[src/hw/emb_pkg.sv]
/*
  package for the external memory byte lane and address map block:
  field widths, package and width selectors, request carrier.
  assumes one clock and a synchronous active-high reset.
*/
package emb_pkg;
  localparam int ADDR_W    = 21;
  localparam int DATA_W    = 16;
  localparam int PIN_A_HI  = 20;
  localparam int SML_A_TOP = 13;
  localparam int SML_A_X   = 14;
  localparam int BYTE_W    = 8;
  localparam logic [1:0] LANES_OFF   = 2'h3;
  localparam logic [1:0] LANES_BOTH  = 2'h0;
  localparam logic [1:0] LANE_LOWER  = 2'h2;
  localparam logic [1:0] LANE_UPPER  = 2'h1;

  typedef struct packed {
    logic                go;
    logic                wr;
    logic                is_byte;
    logic                sdram;
    logic [ADDR_W-1:0]   addr;
    logic [DATA_W-1:0]   wdata;
  } emb_req_t;

  typedef struct packed {
    logic                large_pkg;
    logic                mem8;
    logic                restrict8;
    logic                keepers;
    logic                hold;
  } emb_cfg_t;
endpackage

[src/hw/emb_addr_map.sv]
/*
  address pin mapper: internal byte address to external address pins.
  assumes package and memory width are static configuration.
*/
`timescale 1ns/1ps
module emb_addr_map
  import emb_pkg::*;
(
  // configuration
  input  wire logic                large_pkg,
  input  wire logic                mem8,
  // address in
  input  wire logic [ADDR_W-1:0]   addr,
  // pins out
  output logic      [PIN_A_HI:0]   pins,
  output logic                     extra_pin
);
  logic [PIN_A_HI:0] small_map;
  logic [PIN_A_HI:0] large_map;
  // low pin gets bit 0 on x8, bit 14 on x16
  assign small_map = {{(PIN_A_HI-SML_A_TOP){1'b0}}, addr[SML_A_TOP:1],
                      mem8 ? addr[0] : addr[SML_A_X]};
  // low pin unused; bit 0 goes to the extra pin on x8, which stays low on x16
  assign large_map = {addr[PIN_A_HI:1], 1'b0};
  assign pins      = large_pkg ? large_map : small_map;
  assign extra_pin = large_pkg & mem8 & addr[0];
endmodule

[src/hw/emb_lane_ctrl.sv]
/*
  byte lane strobes, data bus direction, keepers and hold release for
  an external memory interface.
  assumes the requester issues one-cycle requests on CLOCK and that the
  register port is a plain strobe port with read data a cycle later.
*/
`timescale 1ns/1ps
module emb_lane_ctrl
  import emb_pkg::*;
(
  // clock and reset
  input  wire logic                CLOCK,
  input  wire logic                RST,
  // register port
  input  wire logic [1:0]          REG_ADDR,
  input  wire logic [7:0]          REG_WDATA,
  input  wire logic                REG_WR,
  input  wire logic                REG_RD,
  output logic      [7:0]          REG_RDATA,
  // access request
  input  wire emb_req_t            REQ,
  output logic                     REQ_REJECT,
  output logic      [BYTE_W*2-1:0] RD_DATA,
  output logic                     RD_VALID,
  // pins
  output logic      [PIN_A_HI:0]   ADDR_PINS,
  output logic                     EXTRA_LOW_BYTE_ADDR_PIN,
  output logic                     ADDR_OE_N,
  output logic                     UPPER_LANE_STROBE_N,
  output logic                     LOWER_LANE_STROBE_N,
  output logic                     STROBE_OE_N,
  output logic      [DATA_W-1:0]   DATA_OUT,
  output logic      [DATA_W-1:0]   DATA_OE_N,
  input  wire logic [DATA_W-1:0]   DATA_IN,
  output logic                     KEEPER_EN
);
  // -------------------------------------------------------------------
  // register port
  // -------------------------------------------------------------------
  localparam logic [1:0] REG_BUS_SEL = 2'h0;
  localparam logic [1:0] REG_CONFIG  = 2'h1;
  localparam logic [1:0] REG_STATUS  = 2'h2;
  localparam int B_HOLD = 0;
  localparam int B_PKG  = 0;
  localparam int B_M8   = 1;
  localparam int B_RES  = 2;
  localparam int B_KEEP = 3;
  localparam int B_CLR  = 1;
  localparam int RD_LAT = 4;

  emb_cfg_t cfg_q, cfg_d;
  logic [7:0] rdata_d, rdata_q;
  logic       rej_q, busy_q;
  wire        wr_sel = REG_WR & (REG_ADDR == REG_BUS_SEL);
  wire        wr_cfg = REG_WR & (REG_ADDR == REG_CONFIG);

  always_comb begin
    cfg_d = cfg_q;
    if (wr_sel) begin
      cfg_d.hold = REG_WDATA[B_HOLD];
    end
    if (wr_cfg) begin
      cfg_d.large_pkg = REG_WDATA[B_PKG];
      cfg_d.mem8      = REG_WDATA[B_M8];
      cfg_d.restrict8 = REG_WDATA[B_RES];
      cfg_d.keepers   = REG_WDATA[B_KEEP];
    end
  end

  assign rdata_d =
    (REG_ADDR == REG_BUS_SEL) ? {7'h00, cfg_q.hold} :
    (REG_ADDR == REG_CONFIG)  ? {4'h0, cfg_q.keepers, cfg_q.restrict8,
                                 cfg_q.mem8, cfg_q.large_pkg} :
    (REG_ADDR == REG_STATUS)  ? {6'h00, busy_q, rej_q} : 8'h00;

  // -------------------------------------------------------------------
  // request decode
  // -------------------------------------------------------------------
  // restricted parts take only async reads on x8 memory
  wire bad8   = cfg_q.restrict8 & cfg_q.mem8 &
                (REQ.wr | REQ.sdram);
  // a hold written in the same cycle already blocks the request
  wire accept = REQ.go & ~cfg_d.hold & ~bad8;
  wire reject = REQ.go & (cfg_d.hold | bad8);

  logic [1:0] lanes_n;
  // x8 uses the lower lane only; x16 byte writes pick by addr[0]
  assign lanes_n =
    cfg_q.mem8                ? LANE_LOWER :
    (REQ.wr & REQ.is_byte)    ? (REQ.addr[0] ? LANE_UPPER
                                             : LANE_LOWER) :
    LANES_BOTH;

  logic [DATA_W-1:0] wdata_lane;
  assign wdata_lane =
    (~cfg_q.mem8 & REQ.is_byte & REQ.addr[0]) ?
      {REQ.wdata[BYTE_W-1:0], REQ.wdata[BYTE_W-1:0]} : REQ.wdata;

  logic [DATA_W-1:0] oe_mask_n;
  assign oe_mask_n = cfg_q.mem8 ? {{BYTE_W{1'b1}}, {BYTE_W{1'b0}}} :
                     {lanes_n[1] ? {BYTE_W{1'b1}} : {BYTE_W{1'b0}},
                      lanes_n[0] ? {BYTE_W{1'b1}} : {BYTE_W{1'b0}}};

  logic [PIN_A_HI:0] apins;
  logic              xpin;
  emb_addr_map u_map (
    .large_pkg (cfg_q.large_pkg),
    .mem8      (cfg_q.mem8),
    .addr      (REQ.addr),
    .pins      (apins),
    .extra_pin (xpin)
  );

  // -------------------------------------------------------------------
  // read capture and unpack
  // -------------------------------------------------------------------
  logic [DATA_W-1:0] din_s1, din_s2;
  logic              rd_p1, rd_p2, sel_hi_p1, sel_hi_p2, byte_p1, byte_p2;
  logic              rd_p3, sel_hi_p3, byte_p3;
  logic [DATA_W-1:0] rd_unpacked;
  // requested byte taken from the full word
  assign rd_unpacked =
    ~byte_p3     ? din_s2 :
    sel_hi_p3    ? {{BYTE_W{1'b0}}, din_s2[DATA_W-1:BYTE_W]} :
                   {{BYTE_W{1'b0}}, din_s2[BYTE_W-1:0]};

  // -------------------------------------------------------------------
  // pin registers
  // -------------------------------------------------------------------
  always_ff @(posedge CLOCK) begin
    if (RST) begin
      cfg_q                   <= '0;
      rdata_q                 <= 8'h00;
      rej_q                   <= 1'b0;
      busy_q                  <= 1'b0;
      ADDR_PINS               <= '0;
      EXTRA_LOW_BYTE_ADDR_PIN <= 1'b0;
      UPPER_LANE_STROBE_N     <= 1'b1;
      LOWER_LANE_STROBE_N     <= 1'b1;
      DATA_OUT                <= '0;
      DATA_OE_N               <= '1;
      ADDR_OE_N               <= 1'b0;
      STROBE_OE_N             <= 1'b0;
      KEEPER_EN               <= 1'b0;
      din_s1                  <= '0;
      din_s2                  <= '0;
      rd_p1                   <= 1'b0;
      rd_p2                   <= 1'b0;
      sel_hi_p1               <= 1'b0;
      sel_hi_p2               <= 1'b0;
      byte_p1                 <= 1'b0;
      byte_p2                 <= 1'b0;
      rd_p3                   <= 1'b0;
      sel_hi_p3               <= 1'b0;
      byte_p3                 <= 1'b0;
    end else begin
      cfg_q   <= cfg_d;
      rdata_q <= REG_RD ? rdata_d : 8'h00;
      // status sticky: a new reject wins over the clear
      rej_q   <= reject | (rej_q & ~(wr_sel & REG_WDATA[B_CLR]));
      busy_q  <= accept;
      if (accept) begin
        ADDR_PINS               <= apins;
        EXTRA_LOW_BYTE_ADDR_PIN <= xpin;
      end
      UPPER_LANE_STROBE_N <= accept ? lanes_n[1] : 1'b1;
      LOWER_LANE_STROBE_N <= accept ? lanes_n[0] : 1'b1;
      if (accept & REQ.wr) begin
        DATA_OUT <= wdata_lane;
      end
      // drive only during a write transfer
      DATA_OE_N   <= (accept & REQ.wr) ? oe_mask_n : '1;
      ADDR_OE_N   <= cfg_d.hold;
      STROBE_OE_N <= cfg_d.hold;
      KEEPER_EN   <= cfg_d.keepers & ~cfg_d.hold;
      din_s1      <= DATA_IN;
      din_s2      <= din_s1;
      rd_p1       <= accept & ~REQ.wr;
      rd_p2       <= rd_p1;
      sel_hi_p1   <= REQ.addr[0] & ~cfg_q.mem8;
      sel_hi_p2   <= sel_hi_p1;
      byte_p1     <= REQ.is_byte | cfg_q.mem8;
      byte_p2     <= byte_p1;
      // third stage lines the flags up with the twice-synced pin data
      rd_p3       <= rd_p2;
      sel_hi_p3   <= sel_hi_p2;
      byte_p3     <= byte_p2;
    end
  end

  logic [DATA_W-1:0] rd_data_q;
  logic              rd_valid_q;
  always_ff @(posedge CLOCK) begin
    if (RST) begin
      rd_data_q  <= '0;
      rd_valid_q <= 1'b0;
    end else begin
      rd_valid_q <= rd_p3;
      if (rd_p3) begin
        rd_data_q <= rd_unpacked;
      end
    end
  end
  assign RD_DATA    = rd_data_q;
  assign RD_VALID   = rd_valid_q;
  assign REG_RDATA  = rdata_q;
  assign REQ_REJECT = rej_q;

  // -------------------------------------------------------------------
  // checks
  // -------------------------------------------------------------------
  property p_byte_wr_one_lane;
    @(posedge CLOCK) disable iff (RST)
    (accept & REQ.wr & REQ.is_byte & ~cfg_q.mem8) |=>
      (UPPER_LANE_STROBE_N ^ LOWER_LANE_STROBE_N);
  endproperty
  a_byte_wr_one_lane: assert property (p_byte_wr_one_lane)
    else $error("byte write did not use exactly one lane");

  property p_byte_rd_both;
    @(posedge CLOCK) disable iff (RST)
    (accept & ~REQ.wr & ~cfg_q.mem8) |=>
      (~UPPER_LANE_STROBE_N & ~LOWER_LANE_STROBE_N);
  endproperty
  a_byte_rd_both: assert property (p_byte_rd_both)
    else $error("x16 read did not assert both lanes");

  property p_x8_lower;
    @(posedge CLOCK) disable iff (RST)
    (accept & cfg_q.mem8) |=>
      (UPPER_LANE_STROBE_N & &DATA_OE_N[DATA_W-1:BYTE_W]);
  endproperty
  a_x8_lower: assert property (p_x8_lower)
    else $error("x8 access touched upper lane");

  property p_release;
    @(posedge CLOCK) disable iff (RST)
    !(accept & REQ.wr) |=> (&DATA_OE_N);
  endproperty
  a_release: assert property (p_release)
    else $error("data bus driven outside write");

  property p_keep;
    @(posedge CLOCK) disable iff (RST)
    (cfg_q.keepers & ~cfg_q.hold & ~wr_cfg & ~wr_sel) |=> KEEPER_EN;
  endproperty
  a_keep: assert property (p_keep)
    else $error("keepers not enabled");

  property p_nokeep;
    @(posedge CLOCK) disable iff (RST)
    !cfg_q.keepers |-> !KEEPER_EN;
  endproperty
  a_nokeep: assert property (p_nokeep)
    else $error("keepers on while disabled");

  property p_hold;
    @(posedge CLOCK) disable iff (RST)
    (wr_sel & REG_WDATA[B_HOLD]) |=> ADDR_OE_N & STROBE_OE_N & (&DATA_OE_N);
  endproperty
  a_hold: assert property (p_hold)
    else $error("pins not released under hold");

  property p_small_map;
    @(posedge CLOCK) disable iff (RST)
    (accept & ~cfg_q.large_pkg & ~cfg_q.mem8) |=>
      ADDR_PINS[0] == $past(REQ.addr[SML_A_X]);
  endproperty
  a_small_map: assert property (p_small_map)
    else $error("small package low pin wrong");

  property p_large_map;
    @(posedge CLOCK) disable iff (RST)
    (accept & cfg_q.large_pkg) |=>
      ADDR_PINS[0] == 1'b0 &&
      ADDR_PINS[PIN_A_HI:1] == $past(REQ.addr[PIN_A_HI:1]);
  endproperty
  a_large_map: assert property (p_large_map)
    else $error("large package mapping wrong");

  property p_restrict;
    @(posedge CLOCK) disable iff (RST)
    (REQ.go & cfg_q.restrict8 & cfg_q.mem8 & REQ.wr) |=>
      (UPPER_LANE_STROBE_N & LOWER_LANE_STROBE_N & REQ_REJECT);
  endproperty
  a_restrict: assert property (p_restrict)
    else $error("restricted x8 write issued");

  property p_lane_pick;
    @(posedge CLOCK) disable iff (RST)
    (accept & REQ.wr & REQ.is_byte & ~cfg_q.mem8) |=>
      UPPER_LANE_STROBE_N == !$past(REQ.addr[0]);
  endproperty
  a_lane_pick: assert property (p_lane_pick)
    else $error("wrong lane for byte write");

  property p_rd_latency;
    @(posedge CLOCK) disable iff (RST)
    (accept & ~REQ.wr) |-> ##RD_LAT RD_VALID;
  endproperty
  a_rd_latency: assert property (p_rd_latency)
    else $error("read data not returned on time");

  property p_hold_quiet;
    @(posedge CLOCK) disable iff (RST)
    cfg_d.hold |=> ADDR_OE_N & STROBE_OE_N & UPPER_LANE_STROBE_N &
                   LOWER_LANE_STROBE_N & (&DATA_OE_N);
  endproperty
  a_hold_quiet: assert property (p_hold_quiet)
    else $error("pins active while hold set");

  property p_small_map8;
    @(posedge CLOCK) disable iff (RST)
    (accept & ~cfg_q.large_pkg & cfg_q.mem8) |=>
      ADDR_PINS[0] == $past(REQ.addr[0]);
  endproperty
  a_small_map8: assert property (p_small_map8)
    else $error("small package x8 low pin wrong");

  property p_extra_pin;
    @(posedge CLOCK) disable iff (RST)
    (accept & cfg_q.large_pkg) |=>
      EXTRA_LOW_BYTE_ADDR_PIN == ($past(cfg_q.mem8) & $past(REQ.addr[0]));
  endproperty
  a_extra_pin: assert property (p_extra_pin)
    else $error("extra low byte pin wrong");

  c_byte_wr:  cover property (@(posedge CLOCK) accept & REQ.wr & REQ.is_byte);
  c_rd_done:  cover property (@(posedge CLOCK) RD_VALID);
  c_hold:     cover property (@(posedge CLOCK) ADDR_OE_N);
  c_reject:   cover property (@(posedge CLOCK) reject);
endmodule

[config.mk]
export PLATFORM = sky130hd
export DESIGN_NAME = emb_lane_ctrl
export DESIGN_NICKNAME = d
export VERILOG_FILES = /design/src/hw/emb_pkg.sv /design/src/hw/emb_addr_map.sv /design/src/hw/emb_lane_ctrl.sv
export SDC_FILE = /design/constraint.sdc
export NUM_CORES = 1
export LEC_CHECK = 0
export BUFFER_PORTS_ARGS = -buffer_cell sky130_fd_sc_hd__buf_2
export CORE_UTILIZATION = 35
export CTS_BUF_LIST = sky130_fd_sc_hd__clkbuf_16
export DETAILED_ROUTE_END_ITERATION = 6
export HOLD_SLACK_MARGIN = 0.05
export PLACE_DENSITY = 0.73
export SYNTH_ARGS = -nofsm -noshare
export SYNTH_HDL_FRONTEND = slang
export SYNTH_SLANG_ARGS = --single-unit
export TNS_END_PERCENT = 1
[constraint.sdc]
create_clock -name CLOCK -period 1.75 [get_ports CLOCK]
set_input_delay 0.175 -clock CLOCK [delete_from_list [all_inputs] [get_ports CLOCK]]
set_output_delay 0.175 -clock CLOCK [all_outputs]
set_load 0.01 [all_outputs]
[Word level (Yosys, flattened, before mapping)]
Cells that the tools add are included.
Word-level totals
  register bits: 130
  input bits: 71
Operators by class
  equality and inequality tests: 2
  muxes and demuxes: 16
  bitwise operators: 30
  reductions and logical operators: 7
Operators with widths (number)
  2-to-1 mux 16 bit: 2
  2-to-1 mux 8 bit: 4
  2-to-1 mux 21 bit: 1
  AND 1 bit: 18
  2-to-1 mux 2 bit: 4
  inverter 1 bit: 8
  OR reduction 2 bit: 3
  OR reduction 3 bit: 2
  2-to-1 mux 1 bit: 4
  2-to-1 mux 4 bit: 1
  bitwise OR 1 bit: 4
  OR reduction 4 bit: 1
  equality test 2 x 1 -> 1 bit, second input constant: 1
  equality test 2 bit, second input constant: 1
  logical NOT 2 bit: 1

[Depth between registers and ports, before layout]
Gate-level depths: netlist of the first run.
  depth in word-level cells: 9
  depth in mapped cells: 6

[Modules after synthesis]
Synthesis of the first run repeated with hierarchy kept, for this count alone.
Second synthesis, totals
  cells, all modules: 424
  area, all modules: 4157.7 um2
By module, submodules not included
  emb_lane_ctrl: instances 1, cells each 401, area an instance 3987.6 um2, seq. area each 2242.2 um2
  emb_addr_map: instances 1, cells each 23, area an instance 170.2 um2, seq. area each 0.0 um2

[Worst setup path after synthesis of the first run]
No wires, ideal clock.
  kind: input -> register
  start: in REG_ADDR[1]
  end: reg ADDR_PINS[0]
  library setup time: 0.070 ns
  arrival time: 1.596 ns
  data required time: 1.680 ns
  slack: 0.084 ns
  cell stages on the path: 5
  buffers on the path: 1
  cells stage by stage: or3b_1 -> buf_2 -> a2111o_1 -> or3_1 -> a21oi_1
On the way
  word-level cells in the longest chain between the ends: 6
Ends and longest elaborated chain
  from (decl): line emb_lane_ctrl.sv:15  | input wire logic [1:0] REG_ADDR,
  logical NOT 2 bit: line emb_lane_ctrl.sv:54  | wire wr_sel = REG_WR & (REG_ADDR == REG_BUS_SEL);
  AND 1 bit: line emb_lane_ctrl.sv:54
  2-to-1 mux 1 bit: line emb_lane_ctrl.sv:59  | if (wr_sel) begin
  inverter 1 bit: line emb_lane_ctrl.sv:83  | wire accept = REQ.go & ~cfg_d.hold & ~bad8;
  AND 1 bit (2 in a row): line emb_lane_ctrl.sv:83
  to (signal assigned): line emb_lane_ctrl.sv:163  | ADDR_PINS <= apins;
  to (decl): line emb_lane_ctrl.sv:26  | output logic [PIN_A_HI:0] ADDR_PINS,
Every way passes these cells.
A chain may end at the register's enable or synchronous reset.

[Final worst setup path of the first run]
  start: reg cfg_q[3] (netlist bit)
  end: reg DATA_OUT[8]
On the way
  word-level cells in the longest chain between the ends: 5
Ends and longest elaborated chain
  from (decl): line emb_lane_ctrl.sv:51  | emb_cfg_t cfg_q, cfg_d;
  from (signal assigned): line emb_lane_ctrl.sv:157  | cfg_q <= cfg_d;
  AND 1 bit (2 in a row): line emb_lane_ctrl.sv:80  | wire bad8 = cfg_q.restrict8 & cfg_q.mem8 &
  inverter 1 bit: line emb_lane_ctrl.sv:83
  AND 1 bit: line emb_lane_ctrl.sv:83
  AND 1 bit: line emb_lane_ctrl.sv:168  | if (accept & REQ.wr) begin
  to (signal assigned): line emb_lane_ctrl.sv:169  | DATA_OUT <= wdata_lane;
  to (decl): line emb_lane_ctrl.sv:32  | output logic [DATA_W-1:0] DATA_OUT,
Parallel ways exist; a longest one is shown, timed or not.

==> results of run 1 <==
==> per-stage QoR <==
step / cells / worst slack, ns / setup TNS (ns)
final: 721 / 0.170 / 0
after detailed placement: 687 / -0.0769 / -0.546
after CTS: 721 / 0.196 / 0
after global placement: 687 / -0.0376 / -0.105
after global routing: 721 / 0.0573 / 0
after floorplan: 431 / 0.0837 / 0
==> worst max-delay path, cell delays in order, from the launching register on <==
cell and delay, ns:
dfxtp_1 0.33, buf_4 0.18, nand2_1 0.08, and3_1 0.52, a21oi_1 0.15, a211oi_1 0.23
==> kinds of logic after synthesis <==
logic type | Yosys count | share of synthesized area, %
buf+inv | 51 | 6.73
compound gates | 84 | 12.6
flops | 112 | 56.3
other cells | 1 | 0.0942
mux | 12 | 3.02
simple gates | 168 | 21.3
==> report_power, final <==
| part | switching, mW | total (mW) | internal [mW] |
|---|---|---|---|
| sequential | 0.0511 | 2.70 | 2.65 |
| combinational | 0.264 | 0.505 | 0.241 |
| clock | 1.01 | 2.17 | 1.16 |
| total | 1.32 | 5.37 | 4.05 |
==> how the worst max path moves through the flow <==
stage                              end  cells past startpoint
4_1_cts                    DATA_OUT[9]                      5
3_3_place_gp   EXTRA_LOW_BYTE_ADDR_PIN                      7
5_1_grt                   DATA_OUT[14]                      5
3_5_place_dp             ADDR_PINS[16]                      7
6_report                   DATA_OUT[8]                      5
2_1_floorplan             ADDR_PINS[0]                      5
==> layout by cell type (no fill, tap or decap), types with 2 or more instances in the layout <==
master / n
o21ai_0: 12
nand3_1: 27
a211oi_1: 8
nor3_1: 2
nand3b_1: 2
nor2b_1: 50
or4_1: 2
and3_1: 3
buf_2: 146
buf_12: 2
clkbuf_16: 9
dfxtp_1: 112
dlygate4sd3_1: 18
conb_1: 4
nand2_1: 49
buf_4: 15
mux2i_1: 12
inv_1: 4
a311oi_1: 8
nand2b_1: 2
a21oi_1: 50
nor2_1: 24
inv_8: 3
==> state kept, by name (all words and copies together), names as in the netlist, 2 cells and up <==
signal	cells
din_s1	16
RD_DATA	16
ADDR_PINS	21
REG_RDATA	4
din_s2	16
DATA_OE_N	2
DATA_OUT	16
cfg_q	5
==> routing by layer <==
layer / wire length, um / track usage [%] / share of wire [%] / vias to the layer above
met5: 0 / 0 / 0 / -
met4: 163 / 7.34 / 1.7 / 0
met3: 487 / 3.89 / 5.2 / 14
met2: 4670 / 28.4 / 49 / 120
met1: 4130 / 19.8 / 44 / 1586
li1: - / - / - / 1723
==> final cells by class <==
type                            instances  area (um^2)  share of cell area, %
Sequential cell                       112         2240                   42.2
Multi-Input combinational cell        268         1500                   28.1
Timing Repair Buffer                  181         1060                   20.0
Clock buffer                            9          225                   4.24
Tap cell                              140          175                   3.30
Clock inverter                          7         96.3                   1.81
Inverter                                4         15.0                  0.283
==> results.json, run 1 <==
{
  "grt.overflow.total": 0,
  "grt_antenna_before_repair": 0,
  "holdWs_ns": 0.0637,
  "numCtsBuffers": 9,
  "maxCapViolCount": 0,
  "synth.most_common_cell": "dfxtp_1",
  "die_w_um": 109,
  "port_buffers": 147,
  "async_reset_ff_share_pct": 0,
  "gp_congestion": 0.847,
  "cts_tree": "built",
  "yosys_warnings": 0,
  "initial_core_util_pct": 36.2,
  "worstSetupEndpointType": "flip-flop",
  "reg2reg_slack_ns": 0.17,
  "postSynthCellCount": 428,
  "dp_hpwl_um": 6680,
  "cts.path.max_buffers": 2,
  "place_area_um2": 4810,
  "clock_latency_ns": 0.35,
  "max_freq_ghz": 0.633,
  "cts.sinks": 112,
  "leakagePower_nw": 2.39,
  "hold_start": "DATA_IN[7]",
  "detail_route.first_pass.iterations": 4,
  "arrival_ns": 1.84,
  "grt_max_degree": 52,
  "relSlewSlack_pct": 59.4,
  "rsz0062_at_grt": "no",
  "cp_max_fo": 16,
  "synth_top_area_cell": "dfxtp_1",
  "period_minus_slack_ns": 1.58,
  "grt_pass1_wl_um": 15200,
  "grt_pass1_vias": 3340,
  "reg2reg_depth": 5,
  "seq_area_frac_synth_pct": 56.3,
  "yosys-top-cells-count": "112 x dfxtp_1, 50 x a21oi_1, 50 x nor2b_1, 49 x nand2_1, 27 x nand3_1",
  "antenna_cells": 0,
  "std_cell_rows": 38,
  "ys_ff_latch": 112,
  "drc": 0,
  "avgSynthCellArea_um2": 9.30,
  "root_buffer": "clkbuf_16",
  "die_height_um": 109,
  "post_drt_via_cell_ratio": 4.78,
  "clk_pin_slew_ns": 0.07,
  "nets": 647,
  "yosysTopAreaCellShare_pct": 56.3,
  "clock_skew_ns": 0.00815,
  "drv_slew": 0,
  "startpoint": "cfg_q[3]",
  "worst_slew_pin_slew_ns": 0.607,
  "utilization_pct": 48.4,
  "post_cts_resized": 0,
  "area_growth_pct": 33.4,
  "antenna_left": 0,
  "min_path_type": "primary input to flip-flop",
  "drive_gt1_share_pct": 31.3,
  "pwr_density_cell_nw_per_um2": 1010,
  "num-fill-cells": 1026,
  "routed_wl_um": 9450,
  "outcome": "complete, no violations",
  "synth_area_um2": 3980,
  "drtIter0Drc": 156,
  "finalHoldViolCount": 0,
  "holdPathEnd": "din_s1[7]",
  "synth_area_leaders": "dfxtp_1 56%, nor2b_1 7.9%, a21oi_1 6.3%",
  "reg2reg_from": "cfg_q[3]",
  "post-route-cell-area_um2": 5310,
  "cts_setup_buffers": 0,
  "synth_edf_count": 0,
  "grt_util_all_layers_pct": 16.6,
  "p_total_mw": 5.37,
  "coreArea_um2": 11000,
  "fp.dieArea_um2": 11800,
  "synth_cell_types": 34,
  "fin_crit_sh_pct": 90.3,
  "irDropWorstVdd_uv": 435,
  "num_vias": 3443,
  "critical_path_class": "flip-flop to flip-flop",
  "hold_depth": 2,
  "setup.worst_path.start_class": "flip-flop",
  "setup_viol": 0,
  "wl_per_cell_um": 13.1,
  "synth-main-ff-cell": "dfxtp_1",
  "htree_levels": 3,
  "timing.rr.end": "DATA_OUT[8]",
  "holdBufCountCts": 18,
  "crit_required_ns": 2.01,
  "io_pins": 156
}
(Power assumes the default switching activity.)
==> run 2: changes to the inputs <==
--- a/config.mk
+++ b/config.mk
@@ -6,11 +6,11 @@
 export NUM_CORES = 1
 export LEC_CHECK = 0
 export BUFFER_PORTS_ARGS = -buffer_cell sky130_fd_sc_hd__buf_2
-export CORE_UTILIZATION = 35
+export CORE_UTILIZATION = 43
 export CTS_BUF_LIST = sky130_fd_sc_hd__clkbuf_16
 export DETAILED_ROUTE_END_ITERATION = 6
 export HOLD_SLACK_MARGIN = 0.05
-export PLACE_DENSITY = 0.73
+export PLACE_DENSITY = 0.85
 export SYNTH_ARGS = -nofsm -noshare
 export SYNTH_HDL_FRONTEND = slang
 export SYNTH_SLANG_ARGS = --single-unit
==> results.json, run 2 (synthesized netlist as in run 1, its figures left out) <==
{
  "p_total_mw": 5.10,
  "dpl_worst_slack_ns": -0.0578,
  "cts.path.max_buffers": 2,
  "place_area_um2": 4770,
  "max_freq_ghz": 0.678,
  "drv_slew": 0,
  "largest_register_ffs": 21,
  "area_growth_pct": 27.6,
  "irDropWorstVdd_uv": 508,
  "routed_wl_um": 9200,
  "pwr_density_cell_nw_per_um2": 1000,
  "gp_congestion": 0.847,
  "drtIter0Drc": 121,
  "grt_pass1_vias": 3307,
  "reg2reg_slack_ns": 0.27,
  "numCtsBuffers": 9,
  "timing.rr.end": "ADDR_PINS[0]",
  "p_clk_share_pct": 37.7,
  "fin_crit_sh_pct": 84.3,
  "grt_antenna_before_repair": 0,
  "holdWs_ns": 0.0524,
  "power_frac_seq_pct": 52.9,
  "dp_hpwl_um": 6650,
  "min_path_type": "primary input to flip-flop",
  "io_pins": 156,
  "rsz0062_at_grt": "no",
  "grt_max_degree": 34,
  "grt_pass1_wl_um": 15000,
  "num_vias": 3442,
  "cts.sinks": 112,
  "critical_path_class": "primary input to flip-flop",
  "root_buffer": "clkbuf_16",
  "p_sw_mw": 1.25,
  "setup.worst_path.start_class": "primary input",
  "clk_pin_slew_ns": 0.07,
  "post_cts_resized": 0,
  "drc": 8,
  "violations": "DRC",
  "nets": 633,
  "layout_commonest_cell": "buf_2",
  "cts_tree": "built",
  "relSlewSlack_pct": 60.6,
  "top_register": "ADDR_PINS",
  "wl_per_cell_um": 13.6,
  "holdPathEnd": "din_s1[12]",
  "fin_ws_ns": 0.275,
  "antenna_left": 0,
  "outcome": "complete, but fails checks",
  "hold_depth": 2,
  "post-route-cell-area_um2": 5080,
  "startpoint": "REG_ADDR[1]",
  "reg2reg_depth": 4,
  "p_int_mw": 3.85,
  "place_inst": 656,
  "worst_slew_pin_slew_ns": 0.590,
  "die_height_um": 98.2,
  "port_buffers": 147,
  "cp_max_fo": 5,
  "num-fill-cells": 764,
  "detail_route.first_pass.iterations": 7,
  "initial_core_util_pct": 45.0,
  "post_drt_via_cell_ratio": 5.10,
  "clock_latency_ns": 0.34,
  "coreArea_um2": 8850,
  "htree_levels": 3,
  "reg2reg_from": "cfg_q[2]",
  "finalNonFillerCells": 675,
  "clock_skew_ns": 0.00675,
  "leakagePower_nw": 2.32,
  "fp.dieArea_um2": 9650,
  "hold_start": "DATA_IN[12]",
  "finalHoldViolCount": 0,
  "pwr-share-comb_pct": 9.4,
  "die_w_um": 98.2,
  "arrival_ns": 1.68,
  "crit_required_ns": 1.96,
  "std_cell_rows": 34,
  "maxCapViolCount": 0,
  "mostFrequentLayoutCells": "146 x buf_2, 112 x dfxtp_1, 50 x nor2b_1, 50 x a21oi_1, 49 x nand2_1",
  "setup_viol": 0,
  "netSwitchingFraction_pct": 24.5,
  "grt.overflow.total": 0,
  "period_minus_slack_ns": 1.48,
  "worstSetupEndpointType": "flip-flop",
  "grt_util_all_layers_pct": 19.3,
  "drive_gt1_share_pct": 31.9,
  "antenna_cells": 0
}
[run 2: metrics by stage]
stage                     util [%]  TNS (ns)
after floorplan                  -         0
after global placement        53.9   -0.0189
after detailed placement      53.9    -0.178
after CTS                     57.4         0
after global routing          57.4         0
final                         57.4         0
[run 2: timing repair]
action | in CTS | in global routing
setup buffers | 0 | 0
hold endpoints to repair | 3 | 0
hold buffers | 3 | 0
[run 2: how the worst max path moves through the flow]
stage / end / slack, ns / depth (start not counted)
global route: DATA_OUT[10] / 0.17 / 4
floorplan: ADDR_PINS[0] / 0.08 / 5
detailed placement: DATA_OE_N[14] / -0.06 / 6
CTS: ADDR_PINS[0] / 0.27 / 4
finish: DATA_OE_N[14] / 0.27 / 6
global placement: ADDR_PINS[0] / -0.02 / 5
[run 2: power by group through the flow]
stage	logic (mW)	registers [mW]	clock network (mW)
2_1_floorplan	0.248	2.77	0
3_3_place_gp	0.457	2.75	0
3_5_place_dp	0.472	2.76	0
4_1_cts	0.480	2.70	1.96
5_1_grt	0.527	2.71	2.07
6_report	0.478	2.70	1.93
[run 2: critical path, stage by stage]
cell	delay, ns
buf_2	0.11
or3b_1	0.49
buf_4	0.19
a21oi_2	0.15
nand2_1	0.09
or4_1	0.48
[run 2: final cells by class]
| cell class | count | area [um^2] | share of cell area, % |
|---|---|---|---|
| multi-input cells | 268 | 1500 | 29.4 |
| inverters | 4 | 15.0 | 0.295 |
| flip-flops and latches | 112 | 2240 | 44.1 |
| well taps | 108 | 135 | 2.66 |
| clock inverters | 7 | 60.1 | 1.18 |
| repair buffers | 167 | 908 | 17.9 |
| clock buffers | 9 | 225 | 4.43 |
[run 2: metal layers]
layer | global-route usage (%) | vias to the layer above | wire (um)
li1 | - | 1690 | -
met2 | 32.9 | 140 | 4450
met4 | 9.87 | 0 | 329
met3 | 4.44 | 35 | 539
met1 | 22.8 | 1577 | 3880
met5 | 0 | - | 0
